<file path="config.mk">
export PLATFORM = sky130hd
export DESIGN_NAME = adc_device_end_flat
export DESIGN_NICKNAME = d
export VERILOG_FILES = /design/src/inc/adc_cal_pkg.sv /design/src/inc/adc_link_if.sv /design/src/core/adc_device_end.sv /design/src/flat_wrapper.sv
export VERILOG_INCLUDE_DIRS = /design/src /design/src/inc
export SDC_FILE = /design/constraint.sdc
export NUM_CORES = 1
export LEC_CHECK = 0
export BUFFER_PORTS_ARGS = -buffer_cell sky130_fd_sc_hd__buf_2
export CORE_ASPECT_RATIO = 0.9
export CORE_MARGIN = 4
export CORE_UTILIZATION = 25
export DETAILED_ROUTE_END_ITERATION = 16
export GPL_TIMING_DRIVEN = 0
export PLACE_DENSITY = 0.38
export SYNTH_ARGS = -nofsm -noshare
export SYNTH_HDL_FRONTEND = slang
export SYNTH_SLANG_ARGS = --single-unit
export TNS_END_PERCENT = 50
</file>
<file path="constraint.sdc">
create_clock -name CORE_CLK -period 6.4 [get_ports CORE_CLK]
set_input_delay 0.64 -clock CORE_CLK [delete_from_list [all_inputs] [get_ports CORE_CLK]]
set_output_delay 0.64 -clock CORE_CLK [all_outputs]
set_load 0.05 [all_outputs]
</file>
<file path="src/inc/adc_cal_consts.svh">
`ifndef ADC_CAL_CONSTS_SVH
`define ADC_CAL_CONSTS_SVH

// core clock rate and timing figures
`define CORE_MHZ 25
`define ACQ_NS 235
`define ACQ_CYC ((`ACQ_NS * `CORE_MHZ + 999) / 1000)

// serial clock half period in core cycles, and the setup before fall one
`define HALF_CYC 5'h08
`define SETUP_CYC 5'h10

// serial clock fall counts within a frame
`define PWR_CAL_FALLS 6'h10
`define NORM_CAL_START 6'h11
`define NORM_CAL_END 6'h20
`define DATA_FALLS 6'h0C
`define FALLS_MAX 6'h3F
`define NORMAL_FALLS 6'h0C

// result coding
`define CODE_MAX 10'h3FF
`define CODE_MIN 10'h000

// synchroniser reset levels (link idles high)
`define SYNC_IDLE 3'h7

`endif

</file>
<file path="src/inc/adc_cal_pkg.sv">
package adc_cal_pkg;

	typedef enum logic {
		DEV_IDLE = 1'b0,
		DEV_FRAME = 1'b1
	} dev_phase_type;

	typedef enum logic [2:0] {
		HOST_IDLE = 3'h0,
		HOST_SETUP = 3'h1,
		HOST_LOW = 3'h3,
		HOST_HIGH = 3'h2,
		HOST_GAP = 3'h6
	} host_phase_type;

	typedef struct packed {
		logic [2:0] sync;
		logic level;
	} pin_sync_state_type;

	typedef struct packed {
		dev_phase_type phase;
		logic first;
		logic [5:0] falls;
		logic [11:0] shreg;
		logic sdo;
		logic sdo_oe;
		logic [9:0] offset_correction_store;
		logic [9:0] code;
		logic cal_busy;
		logic cal_done;
	} dev_state_type;

	typedef struct packed {
		logic cs_n;
		logic sclk;
		logic [2:0] sdo_sync;
		logic sdo_f;
		host_phase_type phase;
		logic [4:0] cnt;
		logic [5:0] falls;
		logic [5:0] target;
		logic first;
		logic [11:0] shreg;
		logic [9:0] result;
		logic valid;
		logic busy;
	} host_state_type;

endpackage : adc_cal_pkg

</file>
<file path="src/inc/adc_link_if.sv">
`timescale 1ns/1ns
`default_nettype none
interface adc_link_if;
	logic cs_n;
	logic sclk;
	logic sdo;
	logic sdo_oe;

	modport dev (
		input cs_n,
		input sclk,
		output sdo,
		output sdo_oe
	);

	modport host (
		output cs_n,
		output sclk,
		input sdo,
		input sdo_oe
	);
endinterface : adc_link_if
`default_nettype wire

</file>
<file path="src/core/adc_device_end.sv">
// How it works
// (RL1) first frame calibrates after sixteen serial falls
// (RL2) output held low during power-up calibration
// (RL3) host waits acquisition interval after calibration
// (RL4) short first frame leaves offset store unchanged
// (RL5) later samples corrected by stored offset
// (RL6) thirty-two falls in a frame mean calibration
// (RL7) first twelve clocks convert and shift result
// (RL8) calibration runs from fall seventeen to thirty-two
// (RL9) output low after twelve falls, released on deselect
// (RL10) short normal frame keeps previous offset
// (RL11) host keeps serial clock below calibration limit
// (RL12) host grants fifteen periods at power-up
// (RL13) host grants fifteen periods before deselect
// (RL14) offset store zero at power-up, never readable
// (RL15) two leading zeros, then result on falls
// (RL16) result is ten-bit straight binary
// (RL17) fall counter per frame, power-up first-frame flag
`timescale 1ns/1ns
`default_nettype none
`include "adc_cal_consts.svh"
module link_pin_sync
	import adc_cal_pkg::*;
(
	// clock and reset
	input wire logic CORE_CLK,
	input wire logic RST_N,
	// raw pin
	input wire logic PIN,
	// filtered level and its edges, one cycle each
	output logic LEVEL,
	output logic FELL,
	output logic ROSE
);

	pin_sync_state_type st_q;
	pin_sync_state_type st_d;

	// stage one feeds stage two only; stages two and three must agree
	always_comb begin
		st_d = st_q;
		st_d.sync = {st_q.sync[1:0], PIN};
		if (st_q.sync[1] == st_q.sync[2]) begin
			st_d.level = st_q.sync[2];
		end
	end

	always_ff @(posedge CORE_CLK) begin
		if (!RST_N) begin
			// link idles high, so no false edge follows reset
			st_q.sync <= `SYNC_IDLE;
			st_q.level <= 1'b1;
		end else begin
			st_q <= st_d;
		end
	end

	// edges come from the next level, saving a cycle of latency
	assign LEVEL = st_q.level;
	assign FELL = st_q.level && !st_d.level;
	assign ROSE = !st_q.level && st_d.level;

endmodule : link_pin_sync

module adc_device_end
	import adc_cal_pkg::*;
(
	// clock and reset (reset stands for a power cycle)
	input wire logic CORE_CLK,
	input wire logic RST_N,
	// serial link
	adc_link_if.dev LINK,
	// converter core
	input wire logic [9:0] RAW_SAMPLE,
	input wire logic [9:0] OFFSET_MEAS,
	// status
	output logic CAL_BUSY,
	output logic CAL_DONE,
	output logic [9:0] SAMPLE_CODE
);

	dev_state_type st_q;
	dev_state_type st_d;

	logic cs_fall;
	logic cs_rise;
	logic ck_fall;
	logic [5:0] falls_next;
	logic signed [11:0] diff;
	logic [9:0] corrected;

	link_pin_sync cs_pin_i (
		.CORE_CLK(CORE_CLK),
		.RST_N(RST_N),
		.PIN(LINK.cs_n),
		.LEVEL(),
		.FELL(cs_fall),
		.ROSE(cs_rise)
	);

	link_pin_sync ck_pin_i (
		.CORE_CLK(CORE_CLK),
		.RST_N(RST_N),
		.PIN(LINK.sclk),
		.LEVEL(),
		.FELL(ck_fall),
		.ROSE()
	);

	// offset is two's complement; result clamps into the code range
	always_comb begin
		diff = $signed({2'b00, RAW_SAMPLE})
			- $signed({{2{st_q.offset_correction_store[9]}},
			st_q.offset_correction_store});
		if (diff < 12'sh000) begin
			corrected = `CODE_MIN; // RL16
		end else if (diff > $signed({2'b00, `CODE_MAX})) begin
			corrected = `CODE_MAX; // RL16
		end else begin
			corrected = diff[9:0]; // RL5
		end
	end

	always_comb begin
		st_d = st_q;
		falls_next = st_q.falls;

		if (st_q.falls != `FALLS_MAX) begin
			falls_next = st_q.falls + 6'h01;
		end

		unique case (st_q.phase)
			DEV_IDLE: begin
				st_d.sdo = 1'b0;
				st_d.sdo_oe = 1'b0;
				if (cs_fall) begin
					st_d.phase = DEV_FRAME;
					st_d.falls = 6'h00; // RL17
					st_d.sdo_oe = 1'b1;
					if (st_q.first) begin
						// nothing to convert yet; data bits stay zero
						st_d.shreg = 12'h000; // RL2
						st_d.cal_busy = 1'b1; // RL1
					end else begin
						st_d.shreg = {2'b00, corrected}; // RL15
						st_d.code = corrected; // RL5
					end
					st_d.sdo = st_d.shreg[11]; // RL15
				end
			end
			DEV_FRAME: begin
				if (cs_rise) begin
					// an unfinished calibration is simply dropped
					st_d.phase = DEV_IDLE;
					st_d.sdo = 1'b0;
					st_d.sdo_oe = 1'b0; // RL9
					st_d.cal_busy = 1'b0; // RL4 RL10
					st_d.first = 1'b0; // RL17
				end else if (ck_fall) begin
					st_d.falls = falls_next; // RL17
					// zeros fill behind, so the line sits low after bit 12
					st_d.shreg = {st_q.shreg[10:0], 1'b0}; // RL7 RL9
					st_d.sdo = st_d.shreg[11]; // RL15
					if (st_q.first) begin
						if (falls_next == `PWR_CAL_FALLS) begin
							st_d.offset_correction_store = OFFSET_MEAS; // RL1
							st_d.cal_busy = 1'b0;
							st_d.cal_done = 1'b1;
						end
					end else begin
						if (falls_next == `NORM_CAL_START) begin
							st_d.cal_busy = 1'b1; // RL8
						end
						if (falls_next == `NORM_CAL_END) begin
							st_d.offset_correction_store = OFFSET_MEAS; // RL6 RL8
							st_d.cal_busy = 1'b0;
							st_d.cal_done = 1'b1;
						end
					end
				end
			end
		endcase
	end

	// the store has no path to the serial output except via correction
	always_ff @(posedge CORE_CLK) begin
		if (!RST_N) begin
			st_q <= '0; // RL14
			st_q.first <= 1'b1; // RL17
			st_q.phase <= DEV_IDLE;
		end else begin
			st_q <= st_d;
		end
	end

	assign LINK.sdo = st_q.sdo;
	assign LINK.sdo_oe = st_q.sdo_oe;
	assign CAL_BUSY = st_q.cal_busy;
	assign CAL_DONE = st_q.cal_done;
	assign SAMPLE_CODE = st_q.code;

endmodule : adc_device_end
`default_nettype wire

</file>
<file path="src/flat_wrapper.sv">
// flat-port wrapper written by rule: the top's interface ports become plain ports
module adc_device_end_flat import adc_cal_pkg::*;
  (CORE_CLK, RST_N, RAW_SAMPLE, OFFSET_MEAS, CAL_BUSY, CAL_DONE, SAMPLE_CODE, LINK_cs_n, LINK_sclk, LINK_sdo, LINK_sdo_oe);
  adc_link_if LINK_i ();
  input wire logic CORE_CLK;
  input wire logic RST_N;
  input wire logic [9:0] RAW_SAMPLE;
  input wire logic [9:0] OFFSET_MEAS;
  output logic CAL_BUSY;
  output logic CAL_DONE;
  output logic [9:0] SAMPLE_CODE;
  input wire logic [$bits(LINK_i.cs_n)-1:0] LINK_cs_n;
  input wire logic [$bits(LINK_i.sclk)-1:0] LINK_sclk;
  output wire logic [$bits(LINK_i.sdo)-1:0] LINK_sdo;
  output wire logic [$bits(LINK_i.sdo_oe)-1:0] LINK_sdo_oe;
  assign LINK_i.cs_n = LINK_cs_n;
  assign LINK_i.sclk = LINK_sclk;
  assign LINK_sdo = LINK_i.sdo;
  assign LINK_sdo_oe = LINK_i.sdo_oe;
  adc_device_end u_core (.CORE_CLK(CORE_CLK), .RST_N(RST_N), .LINK(LINK_i), .RAW_SAMPLE(RAW_SAMPLE), .OFFSET_MEAS(OFFSET_MEAS), .CAL_BUSY(CAL_BUSY), .CAL_DONE(CAL_DONE), .SAMPLE_CODE(SAMPLE_CODE));
endmodule
</file>
== Yosys cells after proc, flatten, opt, wreduce, memory -nomap -nowiden ==
Index checks and enable logic that the tools add are counted.

* Memories kept: 0
* Bits in latches: 0
* Memory bits (writable): 0
* Bits of input ports: 24
* Word-level logic and storage cells: 75
* Memory bits (read-only): 0
* Flip-flop bits (word level): 51
* Output and inout bits: 14

* Muxes and demuxes: 27
* Add/subtract/negate cells: 2
* Bitwise operators: 3
* Magnitude comparators: 2
* Equality and inequality tests: 15
* Reductions and logical operators: 12
* $mul: 0
* Divide/modulo/power cells: 0
* Shifts and indexed selects: 0

{| class="wikitable"
|+ Operator list
! operator !! count
|-
| 10-bit 2-to-1 mux || 6
|-
| 20-bit case mux with 2 select lines || 1
|-
| 20-bit 2-to-1 mux || 1
|-
| 19-bit 2-to-1 mux || 1
|-
| 18-bit 2-to-1 mux || 1
|-
| 6-bit by 5-bit equality test with 1-bit output, second input constant || 2
|-
| 12-bit by 11-bit greater-than comparator with 1-bit output, second input constant || 1
|-
| 12-bit by 1-bit < comparator with 1-bit output, second input constant || 1
|-
| 11-bit by 10-bit subtractor with 12-bit output || 1
|-
| 2-bit 2-to-1 mux || 5
|-
| 5-bit AND reduction || 2
|-
| 1-bit 2-to-1 mux || 9
|-
| 2-bit != test, second input constant || 4
|-
| 6-bit by 1-bit adder with 6-bit output, second input constant || 1
|-
| 6-bit equality test, second input constant || 1
|-
| 6-bit 2-to-1 mux || 1
|-
| 6-bit != test, second input constant || 1
|-
| 3-bit AND reduction || 2
|-
| 5-bit != test, second input constant || 1
|-
| 2-bit by 1-bit != test with 1-bit output, second input constant || 2
|-
| 4-bit != test, second input constant || 1
|-
| 1-bit case mux with 2 select lines || 2
|-
| 1-bit logical AND || 3
|-
| 1-bit logical NOT || 3
|-
| other kinds (5) || 8
|}

== Logic depth before layout (Yosys ltp) ==
* Depth in word-level cells: 9
* Depth in mapped cells: 11

== By module ==
A second synthesis with hierarchy kept.

* Cells, all modules: 343
* Area total of the unflattened synthesis: 2899.0 µm²

{| class="wikitable"
|+ By module, submodules not included
! module !! area each (µm²) !! cells each !! times used
|-
| adc_device_end || 2643.8 || 317 || 1
|-
| link_pin_sync || 127.6 || 13 || 2
|}

== Least setup slack after synthesis ==
No wires, ideal clock.

* Path type: in2reg
* From: input RAW_SAMPLE[0]
* To: register u_core.st_q, in the netlist u_core.SAMPLE_CODE[0]
* Setup time: 0.087 ns
* Cell stages on the path: 11
* Slack: 3.717 ns
* Buffers on the path: 1
* Arrival time: 2.596 ns
* Required time: 6.313 ns
* Cell sequence: inv_1 -> ha_1 -> inv_1 -> fa_1 -> a21oi_1 -> o221ai_1 -> o22a_1 -> a211oi_4 -> nor2_4 -> buf_6 -> a221oi_2

* Longest elaborated chain between the ends: 4
* Elaborated cells between the ends (all ways): 5
* Those cells by class: add/sub: 1; order compare: 2; mux: 2

{| class="wikitable"
|+ Ends and longest elaborated chain
! item !! RTL line !! RTL
|-
| start, declared || flat_wrapper.sv:7 || <nowiki>input wire logic [9:0] RAW_SAMPLE;</nowiki>
|-
| 11-bit by 10-bit subtractor with 12-bit output (*) || adc_device_end.sv:113 || <nowiki>- $signed({{2{st_q.offset_correction_store[9]}},</nowiki>
|-
| 12-bit by 11-bit greater-than comparator with 1-bit output || adc_device_end.sv:117 || <nowiki>end else if (diff > $signed({2'b00, `CODE_MAX})) begin</nowiki>
|-
| 10-bit 2-to-1 mux || adc_device_end.sv:117 ||
|-
| 10-bit 2-to-1 mux (*) || adc_device_end.sv:115 || <nowiki>if (diff < 12'sh000) begin</nowiki>
|-
| end signal, assigned || adc_device_end.sv:192 || <nowiki>st_q <= st_d;</nowiki>
|-
| end, declared || adc_device_end.sv:82 || <nowiki>dev_state_type st_q;</nowiki>
|}

Every way passes the cells marked *; elsewhere a longest branch is shown, timed or not.
A chain may end at the register's enable or synchronous reset.

== Final worst setup path ==
* From: input RAW_SAMPLE[0]
* To: register u_core.st_q, in the netlist u_core.SAMPLE_CODE[1]

Same word-level chain as after synthesis.

==> flow_metrics.py <==
metrics = {
    "power_and_ir_drop": {
        "peakVddDrop_uv": 71.6,
        "p_per_area_nw_per_um2": 184,
        "p_leak_uw": 0.00130,
    },
    "die": {
        "ios": 38,
        "die_y_um": 114,
        "rows": 38,
        "start_util_pct": 25.6,
        "coreArea_um2": 12100,
        "die_w_um": 125,
        "dieArea_um2": 14200,
    },
    "grt": {
        "grt_max_degree": 16,
        "grt_pass1_vias": 2709,
        "grt_use_total_pct": 12.3,
        "overflow": 0,
        "grt_pass1_wl_mm": 14.1,
        "antenna_found_initial": 0,
    },
    "placed_design": {
        "io_buffers": 37,
        "place_hpwl_mm": 6.46,
        "place_congestion": 0.788,
        "place_inst": 561,
    },
    "timing": {
        "max_slew_margin_pct": 51.0,
        "finalCriticalPeriod_ns": 2.84,
        "slew_violations": 0,
        "fin_tns_setup_ns": 0,
        "min_period_over_period_pct": 44.4,
        "setup_viol": 0,
        "rsz0062_at_grt": "no",
        "max_clock_freq_mhz": 352,
        "skew_ns": 0.00645,
        "worst_slew_pin_slew_ns": 0.734,
        "hold_viol_final": 0,
    },
    "synth": {
        "ys.flop_type": "dfxtp_1",
        "ys_seq_elements": 51,
        "syn_area_um2": 3100,
        "synthCells": 364,
        "ys_warn_count": 0,
        "ys_async_sr_fraction_pct": 0,
        "avgSynthCellArea_um2": 8.50,
        "yosysSeqAreaShare_pct": 33.0,
        "ys_types": 69,
        "synth_nets": 401,
        "synth_edf_count": 0,
    },
    "layout": {
        "drive_above_1_share_pct": 21.3,
        "syn2layout_area_growth_pct": 16.9,
        "final_cells": 568,
        "antenna_cells": 0,
        "nFillCells": 1322,
        "nets": 445,
    },
    "routing": {
        "drcViolationCount": 0,
        "post_drt_via_cell_ratio": 4.85,
        "ant_nets": 0,
        "drt_iter0_drc": 142,
        "drt_pass1_iterations": 4,
        "wl_per_cell_um": 15.2,
        "vias": 2757,
        "wl_mm": 8.64,
    },
    "clocking": {
        "cts_root_buf": "clkbuf_16",
        "clock_latency_ns": 0.30,
        "cts-resized-gates": 0,
        "clk_pin_slew_worst_paths_ns": 0.07,
        "holdBufCountCts": 0,
        "cts.sinks": 51,
        "h-tree-depth": 2,
        "cts_setup_buffers": 0,
        "cts_buffer_depth": 2,
        "numCtsBuffers": 5,
        "cts_tree": "built",
    },
    "status": {
        "outcome": "complete, no violations",
    },
    "critical_path": {
        "required_ns": 6.55,
        "critPathMaxFanout": 10,
        "cp-start-kind": "input port",
        "end_kind": "flop",
        "timing_worst_setup_path_type": "input port to flop",
        "reg2reg_depth": 10,
        "critical_path_arrival_ns": 2.99,
    },
    "flow_run": {
        "max-cap-violations": 0,
    },
    "min_path": {
        "whs_path_depth": 1,
        "hold_path_class": "flop to flop",
    },
}
-- layout by cell type, fill, tap and decap left out, drive strengths merged, types with 8 or more instances in the layout --
cell,netlist,layout
nand2b,9,9
ha,12,12
a21oi,36,36
a221oi,21,21
buf,20,57
nand3,18,18
a22oi,10,10
nand2,28,28
nor2,21,21
nor3,8,8
o21ai,19,19
inv,21,21
clkbuf,12,17
dfxtp,51,51
-- cell usage after synthesis, types with 2 or more instances --
cell       number  area, um2
nand3_1        17       85.1
buf_2           4       20.0
nand2_1        28        105
nand4_1         2       12.5
a21oi_1        34        170
o31ai_1         3       22.5
a221oi_2       10        150
ha_1           12        150
a211oi_1        3       22.5
a221oi_1       11       96.3
o21ai_1        11       55.1
mux2i_1         2       20.0
and3_1          5       31.3
nor4_1          3       18.8
a31oi_1         4       25.0
and2_1          3       18.8
clkbuf_1       12       45.0
buf_4          11       82.6
nand4bb_1       2       22.5
nand2b_1        9       56.3
o221ai_1        2       17.5
a311oi_1        2       17.5
inv_1          21       78.8
dfxtp_1        51       1020
xnor2_1         3       26.3
o21a_1          2       15.0
xor2_1          3       26.3
nor3_1          8       40.0
nor2_1         20       75.1
o21ai_0         7       35.0
a22oi_1        10       75.1
buf_6           4       45.0
a21oi_2         2       17.5
nor2b_1         5       31.3
o22ai_1         2       12.5
and2b_1         3       22.5
-- power by group --
part | switching [uW] | internal, uW | total, uW
clock network | 126 | 143 | 269
logic | 46.4 | 29.3 | 75.7
registers | 1.32 | 319 | 320
total | 174 | 491 | 665
-- final timing paths --
check                                              from                      end  slack, ns
worst min register to register  u_core.ck_pin_i.st_d[2]  u_core.ck_pin_i.st_d[3]       0.41
worst min-delay path            u_core.ck_pin_i.st_d[2]  u_core.ck_pin_i.st_d[3]       0.41
worst max-delay path                      RAW_SAMPLE[0]    u_core.SAMPLE_CODE[1]       3.56
worst max register to register          u_core.st_q[12]    u_core.SAMPLE_CODE[1]       3.68
-- critical path, cell delays in order --
cell,delay (ns)
buf_2,0.09
inv_1,0.07
ha_1,0.17
inv_1,0.05
fa_1,0.41
a21oi_1,0.28
o221ai_1,0.20
o22a_1,0.27
and4_4,0.24
nor2_4,0.26
buf_6,0.23
a221oi_2,0.07
-- cells by family after synthesis --
logic type,count (synthesis),share of synthesized area (%)
AO/OA/AOI/OAI,120,29.0
multiplexers,2,0.647
flip-flops,51,33.0
adder cells (fa/ha/maj),13,5.50
AND/OR/NAND/NOR,119,21.3
buffers and inverters,53,8.89
XOR/XNOR,6,1.70
-- state kept, by name (all words and copies together), names as in the netlist --
register	flops
u_core.st_q	29
u_core.ck_pin_i.LEVEL	1
u_core.ck_pin_i.st_d	2
u_core.cs_pin_i.LEVEL	1
u_core.CAL_BUSY	1
u_core.CAL_DONE	1
u_core.ck_pin_i.st_q	1
u_core.cs_pin_i.st_d	2
u_core.LINK.sdo_oe	1
u_core.cs_pin_i.st_q	1
u_core.SAMPLE_CODE	10
u_core.LINK.sdo	1
-- area by class of cell --
type	instances	area, um2	share of cell area, %
Multi-Input combinational cell	260	1800	49.7
Buffer	32	196	5.43
Tap cell	160	200	5.53
Sequential cell	51	1020	28.2
Clock buffer	5	125	3.46
Inverter	21	78.8	2.18
Timing Repair Buffer	37	185	5.12
Clock inverter	2	13.8	0.380
-- metal layers --
metal,routed length (um),track usage [%],vias to the layer above,share of wire [%]
met5,0,0,-,0
met4,89,3.25,0,1.0
met3,328,2.57,8,3.8
met2,3550,18.2,40,41
met1,4680,18.2,1286,54
li1,-,-,1423,-
-- metrics by stage --
| step | area (um2) | utilization [%] | power (uW) | hold WS, ns | worst slack, ns |
|---|---|---|---|---|---|
| 2_1_floorplan | 3100 | - | 379 | 0.386 | 3.72 |
| 3_3_place_gp | 3480 | 28.8 | 403 | 0.396 | 3.23 |
| 3_5_place_dp | 3480 | 28.8 | 404 | 0.396 | 3.24 |
| 4_1_cts | 3620 | 30.0 | 680 | 0.418 | 3.56 |
| 5_1_grt | 3620 | 30.0 | 698 | 0.443 | 3.44 |
| 6_report | 3620 | 30.0 | 665 | 0.413 | 3.56 |
Note: power is estimated with default switching activity, not from simulation.
